$ cat src/ctsf_pkg.sv
// Package for the CAN transmit select and acceptance control block.
// Assumes a 32-bit classic Wishbone slave with byte addresses.
package ctsf_pkg;
   // Register byte offsets
   localparam logic [7:0] OFS_TX_EMPTY = 8'h00;
   localparam logic [7:0] OFS_ABORT_REQ = 8'h04;
   localparam logic [7:0] OFS_ABORT_ACK = 8'h08;
   localparam logic [7:0] OFS_TX_SELECT = 8'h0c;
   localparam logic [7:0] OFS_ACCEPT_CTRL = 8'h10;
   localparam logic [7:0] OFS_TEST = 8'h14;
   localparam logic [7:0] OFS_CONTROL = 8'h18;
   localparam logic [7:0] OFS_IRQ_STATUS = 8'h1c;
   localparam logic [7:0] OFS_IRQ_CLEAR = 8'h20;
   localparam logic [7:0] OFS_IRQ_ENABLE = 8'h24;
   // Field positions
   localparam int ACC_MODE_LSB = 4;
   localparam int ACC_HIT_LSB = 0;
   localparam int CTRL_INIT_REQ_BIT = 0;
   localparam int CTRL_INIT_ACK_BIT = 1;
   // Interrupt status bits
   localparam int IRQ_ABORT_BIT = 0;
   localparam int IRQ_SENT_BIT = 1;
   localparam int IRQ_RX_BIT = 2;
   // Reset values
   localparam logic [2:0] TX_RST = 3'h0;
   localparam logic [1:0] MODE_RST = 2'h0;
   localparam logic [2:0] HIT_RST = 3'h0;
   localparam logic [2:0] IRQ_RST = 3'h0;

   // Acceptance filter organisation
   typedef enum logic [1:0] {
      MODE_TWO_32 = 2'h0,
      MODE_FOUR_16 = 2'h1,
      MODE_EIGHT_8 = 2'h2,
      MODE_CLOSED = 2'h3
   } ctsf_mode_t;

   // Events from the transmit engine, one bit per buffer
   typedef struct packed {
      logic [2:0] sent;
      logic [2:0] aborted;
   } ctsf_tx_evt_t;

   // Receive engine offering a new foreground message
   typedef struct packed {
      logic valid;
      logic [2:0] hit;
   } ctsf_rx_evt_t;
endpackage : ctsf_pkg

$ cat src/ctsf_ctrl.sv
// CAN transmit buffer selection, abort acknowledge and acceptance control.
// Assumes a Wishbone master, and engines that only raise events per buffer.
// Operation
// - Abort drop sets buffer abort acknowledge flag
// - Clearing empty flag clears abort acknowledge
// - Abort acknowledge read-only, reset in init
// - Lowest set select bit picks window buffer
// - Select reads back lowest set bit only
// - Window blocked while selected buffer is scheduled
// - No buffer selected means no window access
// - Select writable outside init, reset in init
// - Mode field sets filter organisation
// - Closed filter accepts no message
// - Hit field reports matching filter number
// - Hit updates when foreground buffer reloads
// - Accept control writable only in init
// - Test register reads zero, ignores writes
// - Empty flag set on send or abort
// - Empty flag set clears abort request
//
// Decided for this implementation: register access over Wishbone and the address map.
`timescale 1ns/1ps
module ctsf_ctrl (
   // Clock, enable, reset
   input wire logic clk,
   input wire logic clkEn,
   input wire logic srst,
   // Wishbone slave
   input wire logic cyc_i,
   input wire logic stb_i,
   input wire logic we_i,
   input wire logic [7:0] adr_i,
   input wire logic [3:0] sel_i,
   input wire logic [31:0] dat_i,
   output logic [31:0] dat_o,
   output logic ack_o,
   // Transmit engine
   input wire ctsf_pkg::ctsf_tx_evt_t txEvt,
   output logic [2:0] txEmpty,
   output logic [2:0] abortReq,
   // Receive engine
   input wire ctsf_pkg::ctsf_rx_evt_t rxEvt,
   output logic rxAccept,
   output logic [1:0] acceptMode,
   // Transmit buffer window
   input wire logic winReq,
   output logic winGrant,
   output logic [1:0] winBufIdx,
   // Interrupt
   output logic irq
);

   logic [2:0] txEmpty_q, txEmpty_d;
   logic [2:0] abortReq_q, abortReq_d;
   logic [2:0] abortAck_q, abortAck_d;
   logic [2:0] txSel_q, txSel_d;
   logic [1:0] mode_q, mode_d;
   logic [2:0] hit_q, hit_d;
   logic initReq_q, initReq_d;
   logic initAck_q, initAck_d;
   logic [2:0] irqStat_q, irqStat_d;
   logic [2:0] irqEn_q, irqEn_d;
   logic ack_q;
   logic [31:0] rdat_q, rdat_d;

   // Bus decode
   wire logic busReq = cyc_i && stb_i && !ack_q;
   wire logic busAck = cyc_i && stb_i && ack_q; // Writes land when the master sees ack
   wire logic wrLow = busAck && we_i && sel_i[0];
   wire logic inInit = initReq_q && initAck_q;
   wire logic wrEmpty = wrLow && adr_i == ctsf_pkg::OFS_TX_EMPTY;
   wire logic wrAbort = wrLow && adr_i == ctsf_pkg::OFS_ABORT_REQ;
   wire logic wrSel = wrLow && adr_i == ctsf_pkg::OFS_TX_SELECT;
   wire logic wrAcc = wrLow && adr_i == ctsf_pkg::OFS_ACCEPT_CTRL;
   wire logic wrCtrl = wrLow && adr_i == ctsf_pkg::OFS_CONTROL;
   wire logic wrIClr = wrLow && adr_i == ctsf_pkg::OFS_IRQ_CLEAR;
   wire logic wrIEn = wrLow && adr_i == ctsf_pkg::OFS_IRQ_ENABLE;

   // Lowest set select bit
   wire logic [2:0] selLow = txSel_q & (~txSel_q + 3'h1);
   wire logic [2:0] wrLowBit = dat_i[2:0] & (~dat_i[2:0] + 3'h1);

   // Empty flags cleared by writing one, set by engine events
   wire logic [2:0] swClr = wrEmpty && !inInit ? dat_i[2:0] : 3'h0;
   wire logic [2:0] hwSet = txEvt.sent | txEvt.aborted;
   wire logic [2:0] abortEvt = txEvt.aborted & abortReq_q;

   // Transmit flag next state
   always_comb
   begin
      txEmpty_d = inInit ? 3'h7 : (txEmpty_q & ~swClr) | hwSet;
      abortReq_d = (abortReq_q | (wrAbort ? dat_i[2:0] & ~txEmpty_q : 3'h0))
         & ~hwSet;
      if (inInit)
         abortReq_d = ctsf_pkg::TX_RST;
      abortAck_d = (abortAck_q & ~swClr) | abortEvt;
      if (inInit)
         abortAck_d = ctsf_pkg::TX_RST;
   end

   // Selection, acceptance control and init handshake
   always_comb
   begin
      txSel_d = txSel_q;
      if (inInit)
         txSel_d = ctsf_pkg::TX_RST;
      else if (wrSel)
         txSel_d = wrLowBit;
      mode_d = mode_q;
      if (wrAcc && inInit)
         mode_d = dat_i[ctsf_pkg::ACC_MODE_LSB +: 2];
      hit_d = hit_q;
      if (rxAccept)
         hit_d = rxEvt.hit;
      initReq_d = wrCtrl ? dat_i[ctsf_pkg::CTRL_INIT_REQ_BIT] : initReq_q;
      initAck_d = initReq_q;
   end

   // Closed filter blocks reloads
   assign rxAccept = rxEvt.valid && mode_q != ctsf_pkg::MODE_CLOSED;

   // Window access gating
   assign winGrant = winReq && |(selLow & txEmpty_q);
   assign winBufIdx = selLow[0] ? 2'h0 : (selLow[1] ? 2'h1 : 2'h2);

   // Sticky interrupt status; set wins over clear
   always_comb
   begin
      irqStat_d = irqStat_q & ~(wrIClr ? dat_i[2:0] : 3'h0);
      irqStat_d[ctsf_pkg::IRQ_ABORT_BIT] = irqStat_d[ctsf_pkg::IRQ_ABORT_BIT] | |abortEvt;
      irqStat_d[ctsf_pkg::IRQ_SENT_BIT] = irqStat_d[ctsf_pkg::IRQ_SENT_BIT] | |txEvt.sent;
      irqStat_d[ctsf_pkg::IRQ_RX_BIT] = irqStat_d[ctsf_pkg::IRQ_RX_BIT] | rxAccept;
      irqEn_d = wrIEn ? dat_i[2:0] : irqEn_q;
   end

   // Read mux
   always_comb
   begin
      rdat_d = 32'h0;
      case (adr_i)
         ctsf_pkg::OFS_TX_EMPTY: rdat_d[2:0] = txEmpty_q;
         ctsf_pkg::OFS_ABORT_REQ: rdat_d[2:0] = abortReq_q;
         ctsf_pkg::OFS_ABORT_ACK: rdat_d[2:0] = abortAck_q;
         ctsf_pkg::OFS_TX_SELECT: rdat_d[2:0] = selLow;
         ctsf_pkg::OFS_ACCEPT_CTRL:
         begin
            rdat_d[ctsf_pkg::ACC_MODE_LSB +: 2] = mode_q;
            rdat_d[ctsf_pkg::ACC_HIT_LSB +: 3] = hit_q;
         end
         ctsf_pkg::OFS_TEST: rdat_d = 32'h0;
         ctsf_pkg::OFS_CONTROL:
         begin
            rdat_d[ctsf_pkg::CTRL_INIT_REQ_BIT] = initReq_q;
            rdat_d[ctsf_pkg::CTRL_INIT_ACK_BIT] = initAck_q;
         end
         ctsf_pkg::OFS_IRQ_STATUS: rdat_d[2:0] = irqStat_q;
         ctsf_pkg::OFS_IRQ_ENABLE: rdat_d[2:0] = irqEn_q;
         default: rdat_d = 32'h0;
      endcase
   end

   // State registers
   always_ff @(posedge clk)
   begin
      if (srst)
      begin
         txEmpty_q <= 3'h7;
         abortReq_q <= ctsf_pkg::TX_RST;
         abortAck_q <= ctsf_pkg::TX_RST;
         txSel_q <= ctsf_pkg::TX_RST;
         mode_q <= ctsf_pkg::MODE_RST;
         hit_q <= ctsf_pkg::HIT_RST;
         initReq_q <= 1'b0;
         initAck_q <= 1'b0;
         irqStat_q <= ctsf_pkg::IRQ_RST;
         irqEn_q <= ctsf_pkg::IRQ_RST;
         ack_q <= 1'b0;
         rdat_q <= 32'h0;
      end
      else if (clkEn)
      begin
         txEmpty_q <= txEmpty_d;
         abortReq_q <= abortReq_d;
         abortAck_q <= abortAck_d;
         txSel_q <= txSel_d;
         mode_q <= mode_d;
         hit_q <= hit_d;
         initReq_q <= initReq_d;
         initAck_q <= initAck_d;
         irqStat_q <= irqStat_d;
         irqEn_q <= irqEn_d;
         ack_q <= busReq;
         rdat_q <= rdat_d;
      end
   end

   // Outputs
   assign ack_o = ack_q;
   assign dat_o = rdat_q;
   assign txEmpty = txEmpty_q;
   assign abortReq = abortReq_q;
   assign acceptMode = mode_q;
   assign irq = |(irqStat_q & irqEn_q);

   // Abort event with pending request sets acknowledge next cycle
   property p_abort_ack;
      @(posedge clk) disable iff (srst)
      (clkEn && !inInit && |abortEvt) |=> |(abortAck_q & $past(abortEvt));
   endproperty
   a_abort_ack: assert property (p_abort_ack) else $error("abort ack not set");

   // Clearing empty flag drops acknowledge
   property p_ack_clear;
      @(posedge clk) disable iff (srst)
      (clkEn && swClr[0] && !abortEvt[0]) |=> !abortAck_q[0];
   endproperty
   a_ack_clear: assert property (p_ack_clear) else $error("ack survived clear");

   // Init mode holds acknowledge and select at reset value
   property p_init_hold;
      @(posedge clk) disable iff (srst)
      (clkEn && inInit) |=> (abortAck_q == 3'h0 && txSel_q == 3'h0);
   endproperty
   a_init_hold: assert property (p_init_hold) else $error("init did not clear");

   // Select readback is one-hot or zero
   property p_sel_onehot;
      @(posedge clk) disable iff (srst)
      $onehot0(selLow) && (selLow == 3'h0 || (selLow & txSel_q) != 3'h0);
   endproperty
   a_sel_onehot: assert property (p_sel_onehot) else $error("select not lowest");

   // Grant only to an empty selected buffer
   property p_window;
      @(posedge clk) disable iff (srst)
      winGrant |-> (txSel_q != 3'h0 && txEmpty_q[winBufIdx]);
   endproperty
   a_window: assert property (p_window) else $error("window granted wrongly");

   // Closed filter never reloads hit
   property p_closed;
      @(posedge clk) disable iff (srst)
      (mode_q == ctsf_pkg::MODE_CLOSED) |-> !rxAccept;
   endproperty
   a_closed: assert property (p_closed) else $error("closed filter accepted");

   // Accepted hit captured
   property p_hit;
      @(posedge clk) disable iff (srst)
      (clkEn && rxAccept) |=> hit_q == $past(rxEvt.hit);
   endproperty
   a_hit: assert property (p_hit) else $error("hit not updated");

   // Mode changes only in init
   property p_mode_lock;
      @(posedge clk) disable iff (srst)
      !inInit |=> $stable(mode_q);
   endproperty
   a_mode_lock: assert property (p_mode_lock) else $error("mode changed outside init");

   // Empty set clears abort request
   property p_req_clear;
      @(posedge clk) disable iff (srst)
      (clkEn && hwSet[1]) |=> (txEmpty_q[1] && !abortReq_q[1]);
   endproperty
   a_req_clear: assert property (p_req_clear) else $error("request not cleared");

   // Software cannot drop a pending abort request
   property p_req_keep;
      @(posedge clk) disable iff (srst)
      (clkEn && !inInit && abortReq_q[0] && !hwSet[0]) |=> abortReq_q[0];
   endproperty
   a_req_keep: assert property (p_req_keep) else $error("abort request lost");

   // Sent buffer reports empty
   property p_empty_sent;
      @(posedge clk) disable iff (srst)
      (clkEn && |txEvt.sent) |=> (txEmpty_q & $past(txEvt.sent)) == $past(txEvt.sent);
   endproperty
   a_empty_sent: assert property (p_empty_sent) else $error("sent buffer not empty");

   // Acknowledge flag sticks until its empty flag is cleared
   property p_ack_keep;
      @(posedge clk) disable iff (srst)
      (clkEn && !inInit && abortAck_q[1] && !swClr[1]) |=> abortAck_q[1];
   endproperty
   a_ack_keep: assert property (p_ack_keep) else $error("ack dropped early");

   // Writes to the acknowledge register change nothing
   property p_ack_ro;
      @(posedge clk) disable iff (srst)
      (clkEn && !inInit && wrLow && adr_i == ctsf_pkg::OFS_ABORT_ACK && abortEvt == 3'h0)
         |=> $stable(abortAck_q);
   endproperty
   a_ack_ro: assert property (p_ack_ro) else $error("ack register written");

   // Select stores the lowest written bit
   property p_sel_write;
      @(posedge clk) disable iff (srst)
      (clkEn && !inInit && wrSel) |=> txSel_q == $past(wrLowBit);
   endproperty
   a_sel_write: assert property (p_sel_write) else $error("select write wrong");

   // Select holds without a write
   property p_sel_hold;
      @(posedge clk) disable iff (srst)
      (clkEn && !inInit && !wrSel) |=> $stable(txSel_q);
   endproperty
   a_sel_hold: assert property (p_sel_hold) else $error("select changed");

   // Buffer 0 selected and empty opens the window on it
   property p_win_open;
      @(posedge clk) disable iff (srst)
      (winReq && txSel_q[0] && txEmpty_q[0]) |-> (winGrant && winBufIdx == 2'h0);
   endproperty
   a_win_open: assert property (p_win_open) else $error("window not opened");

   // Nothing selected, no window
   property p_win_none;
      @(posedge clk) disable iff (srst)
      (txSel_q == 3'h0) |-> !winGrant;
   endproperty
   a_win_none: assert property (p_win_none) else $error("window without select");

   // Mode write in init lands
   property p_mode_write;
      @(posedge clk) disable iff (srst)
      (clkEn && inInit && wrAcc) |=> mode_q == $past(dat_i[ctsf_pkg::ACC_MODE_LSB +: 2]);
   endproperty
   a_mode_write: assert property (p_mode_write) else $error("mode write lost");

   // Hit moves only with a reload
   property p_hit_hold;
      @(posedge clk) disable iff (srst)
      (clkEn && !rxAccept) |=> $stable(hit_q);
   endproperty
   a_hit_hold: assert property (p_hit_hold) else $error("hit changed");

   // Accepted message raises receive status
   property p_irq_rx;
      @(posedge clk) disable iff (srst)
      (clkEn && rxAccept) |=> irqStat_q[ctsf_pkg::IRQ_RX_BIT];
   endproperty
   a_irq_rx: assert property (p_irq_rx) else $error("rx status not set");

   // Abort event raises abort status
   property p_irq_abort;
      @(posedge clk) disable iff (srst)
      (clkEn && |abortEvt) |=> irqStat_q[ctsf_pkg::IRQ_ABORT_BIT];
   endproperty
   a_irq_abort: assert property (p_irq_abort) else $error("abort status not set");

   // Taken request acknowledged next cycle
   property p_bus_ack;
      @(posedge clk) disable iff (srst)
      (clkEn && busReq) |=> ack_q;
   endproperty
   a_bus_ack: assert property (p_bus_ack) else $error("request not acknowledged");

   // Test register reads zero
   property p_test_read;
      @(posedge clk) disable iff (srst)
      (clkEn && busReq && adr_i == ctsf_pkg::OFS_TEST) |=> dat_o == 32'h0;
   endproperty
   a_test_read: assert property (p_test_read) else $error("test register not zero");

   // Select reads back its lowest set bit
   property p_sel_read;
      @(posedge clk) disable iff (srst)
      (clkEn && busReq && adr_i == ctsf_pkg::OFS_TX_SELECT) |=> dat_o == {29'h0, $past(selLow)};
   endproperty
   a_sel_read: assert property (p_sel_read) else $error("select readback wrong");

   // Acknowledge register reads its flags
   property p_ack_read;
      @(posedge clk) disable iff (srst)
      (clkEn && busReq && adr_i == ctsf_pkg::OFS_ABORT_ACK) |=> dat_o == {29'h0, $past(abortAck_q)};
   endproperty
   a_ack_read: assert property (p_ack_read) else $error("ack readback wrong");

   // Reset clears select, acknowledge and acceptance fields
   property p_reset_vals;
      @(posedge clk)
      srst |=> (txSel_q == 3'h0 && abortAck_q == 3'h0 && mode_q == 2'h0 && hit_q == 3'h0);
   endproperty
   a_reset_vals: assert property (p_reset_vals) else $error("reset values wrong");

endmodule : ctsf_ctrl

$ cat config.mk
export PLATFORM = sky130hd
export DESIGN_NAME = ctsf_ctrl
export DESIGN_NICKNAME = d
export VERILOG_FILES = /design/src/ctsf_pkg.sv /design/src/ctsf_ctrl.sv
export SDC_FILE = /design/constraint.sdc
export NUM_CORES = 1
export LEC_CHECK = 0
export CORE_UTILIZATION = 25
export DETAILED_ROUTE_END_ITERATION = 12
export DONT_BUFFER_PORTS = 1
export PLACE_DENSITY = 0.47
export SKIP_LAST_GASP = 1
export SLEW_MARGIN = 20
export SYNTH_ARGS = -nofsm -noshare
export SYNTH_HDL_FRONTEND = slang
export SYNTH_SLANG_ARGS = --single-unit
$ cat constraint.sdc
create_clock -name clk -period 2.05 [get_ports clk]
set_input_delay 0.1025 -clock clk [delete_from_list [all_inputs] [get_ports clk]]
set_output_delay 0.1025 -clock clk [all_outputs]
set_load 0.1 [all_outputs]
==> out/summary.txt <==
Ys flop type: dfxtp_1
Ys async rst share: 0%
Worst stage delay on the critical path: 1.13 ns
Placer Congestion: 0.8017
Layout cell share with drive strength beyond 1: 19.01%
Dominant cells by area after synthesis: dfxtp_1 (32%), buf_4 (11%), a21oi_1 (5.1%), nand2_1 (4.2%), nand3_1 (2.8%)
Syn-to-layout area delta: 19.01%
CP dominant cell by count: dlygate4sd3_1
Critical path type: primary input to flip-flop
Later-pin clock latency in the skew report: 0.28 ns
Max Slew Vio Count: 0
Crit path cell chain: dlygate4sd3_1 -> a21oi_1 -> dlygate4sd3_1
Netlist cell types: 49
Relative slew slack: 39.30%
ANT nets after route: 0
Final core occ: 31.30%
Clock sinks: 31
CTS root buffer: clkbuf_8
# hold bufs at CTS: 11
Crit path DAT: 1.89 ns
Avg Cell Area, Syn: 8.255 sq um
WHS Path Cells: 2
Fill cells: 812
R2r endpoint: irqStat_q[2]
Number of global-route vias before repair: 1681
Critical path's slowest cell: dlygate4sd3_1
CTS resizes: 0
Fmax: 581.1 MHz
CP Launch Type: primary input
Routed length per instance: 15.64 um
Cells after synthesis: 236
FP Rows: 31
Area of the mapped netlist: 0.001948 sq mm
Register area share after synthesis: 31.86%
Tmin final: 1.721 ns
WP data required: 2.22 ns
R2R setup slack: 0.45 ns
Status: completed
Setup WS pre-CTS: 0.3916 ns
Final Cell Area: 0.002318 sq mm
Pin count of the biggest net entering global routing: 22
Via/cell ratio: 4.851
Pwr/cell area: 680.3 mW/mm^2
Area of the multi-input gates: 0.001119 sq mm
Grt ovf: 0
Reg-to-reg startpoint: ack_o
Final worst path period share: 83.94%
Post-DP HPWL: 4138 um
Hold Path End: abortReq[2]
Fin Clk Skew: 0.005650 ns
Initial core utilization: 26.30%
Layout Nets: 323
Maximum VDD drop: 0.3104 mV
Clk slew on worst S/H paths: 0.07 ns
Register bit total from synthesis: 31
Clock Tree Buf Depth: 2
CORE AREA: 0.007408 sq mm
Hold Slack: 0.002387 ns
Tot GR Track Use: 14.08%
Leakage: 0.8875 nW
Hold Violations, Final: 0
Worst min path class: primary input to flip-flop
Setup Buffers After CTS: 0
Slew @ Worst Pin: 0.9076 ns
Biggest area consumer among synthesized cells: dfxtp_1
Bufs and invs on worst path: 2
Crit. End Element: flip-flop
Register area: 621.8 sq um
IO buf count: 0
CP max FO: 21
Antenna violations before repair: 0
Yosys Warn Count: 0
Die Area: 0.008150 sq mm
DRT iter0 DRCs: 162
EDFF count, synth: 0
First-pass GRT wire length: 8832 um
Crit path launch: srst
R2r worst-path depth: 5
H-tree levels: 2
Hold Crit Start: srst
Worst setup margin: 0.3292 ns
Critical path's top delay family: buffers and inverters
RSZ-0062 raised after global routing: no
Yosys top cell area share: 31.86%
CTS Buf Count: 5
Pwr Total: 0.001577 W
IO Pins: 107
Drt drc: 0
Die X-Extent: 90.28 um
Die Height: 90.28 um
DRT Pass-1 Iters: 5
DR vias: 1756
# setup viols final: 0
Final wirelength: 5662 um
Max-cap violation count: 0
Placed Area: 0.002091 sq mm
Ant diodes: 0
CTS tree: done
per-layer routing:
| metal | track usage [%] | vias to the layer above | part of all wire [%] |
|---|---|---|---|
| met3 | 3.620 | 9 | 8.7 |
| met1 | 18.80 | 825 | 45 |
| met2 | 22.01 | 84 | 45 |
| li1 | - | 838 | - |
| met5 | 0 | - | 0 |
| met4 | 4.704 | 0 | 1.3 |
cells in the final DEF, fill, tap and decap left out, drive strengths merged, types with 3 or more instances in the layout:
| cell | synthesis | layout |
|---|---|---|
| mux2i | 5 | 5 |
| o21ai | 9 | 9 |
| nand2b | 7 | 7 |
| nand3 | 12 | 12 |
| dfxtp | 31 | 31 |
| clkbuf | 7 | 6 |
| a211oi | 3 | 3 |
| a31oi | 8 | 8 |
| nand2 | 22 | 22 |
| conb | 1 | 27 |
| nor4 | 5 | 5 |
| nor3 | 4 | 4 |
| nor2b | 4 | 4 |
| a21oi | 20 | 20 |
| o31ai | 4 | 4 |
| buf | 33 | 22 |
| dlygate4sd3 | 0 | 11 |
| o22ai | 4 | 4 |
| nor2 | 13 | 13 |
| inv | 13 | 13 |
synth_stat cells (2+ instances only):
| cell type | n |
|---|---|
| o22ai_1 | 4 |
| buf_6 | 2 |
| o31ai_1 | 4 |
| or3_1 | 2 |
| a211oi_1 | 3 |
| mux2i_1 | 5 |
| nand2b_1 | 7 |
| dfxtp_1 | 31 |
| nor2_1 | 13 |
| nand2_1 | 22 |
| and3_1 | 2 |
| nand4_1 | 2 |
| buf_4 | 29 |
| a21oi_1 | 20 |
| mux4_2 | 2 |
| nor2b_1 | 4 |
| inv_1 | 13 |
| a22oi_1 | 2 |
| clkbuf_1 | 7 |
| nor3_1 | 3 |
| nand3_1 | 11 |
| o21ai_0 | 9 |
| nor4_2 | 2 |
| nor4_4 | 2 |
| mux2_2 | 2 |
| a31oi_1 | 8 |
| a311oi_1 | 2 |
| or2_2 | 2 |
logic make-up after synthesis:
kind of cell	Yosys count	share of synthesized area (%)
flip-flops	31	31.86
AO/OA/AOI/OAI	60	19.27
AND/OR/NAND/NOR	82	25.43
multiplexers	9	6.037
buffers and inverters	53	17.21
other	1	0.1925
sequential cells by signal (all words and copies together), names as in the netlist:
register and count:
irqEn_q 3, acceptMode 2, initAck_q 1, abortReq 3, txEmpty 3, initAck_d 1
abortAck_q 3, dat_o 5, hit_q 3, ack_o 1, txSel_q 3, irqStat_q 3
how the worst max path moves through the flow:
stage | to | cells past startpoint
4_1_cts | ack_o | 3
3_3_place_gp | txEmpty[0] | 5
3_5_place_dp | txEmpty[0] | 5
5_1_grt | ack_o | 3
2_1_floorplan | winGrant | 2
6_report | ack_o | 3
power by group:
part	internal, W	switching, W
combinational	0.0000447	0.000277
clock	0.000393	0.000249
sequential	0.000608	0.00000413
total	0.00105	0.000531
per-stage QoR:
step                      cells  TNS [ns]
after floorplan             262   -0.1739
after global placement      343         0
after detailed placement    343         0
after CTS                   362         0
after global routing        362         0
final                       362         0
layout make-up:
| type | count | area share, % |
|---|---|---|
| clock buffer | 6 | 3.562 |
| inverter | 13 | 2.105 |
| sequential | 31 | 26.82 |
| clock inverter | 2 | 1.511 |
| timing repair buffer | 33 | 12.41 |
| tap | 99 | 5.343 |
| multi-input combinational | 178 | 48.25 |
(Power assumes the default switching activity.)
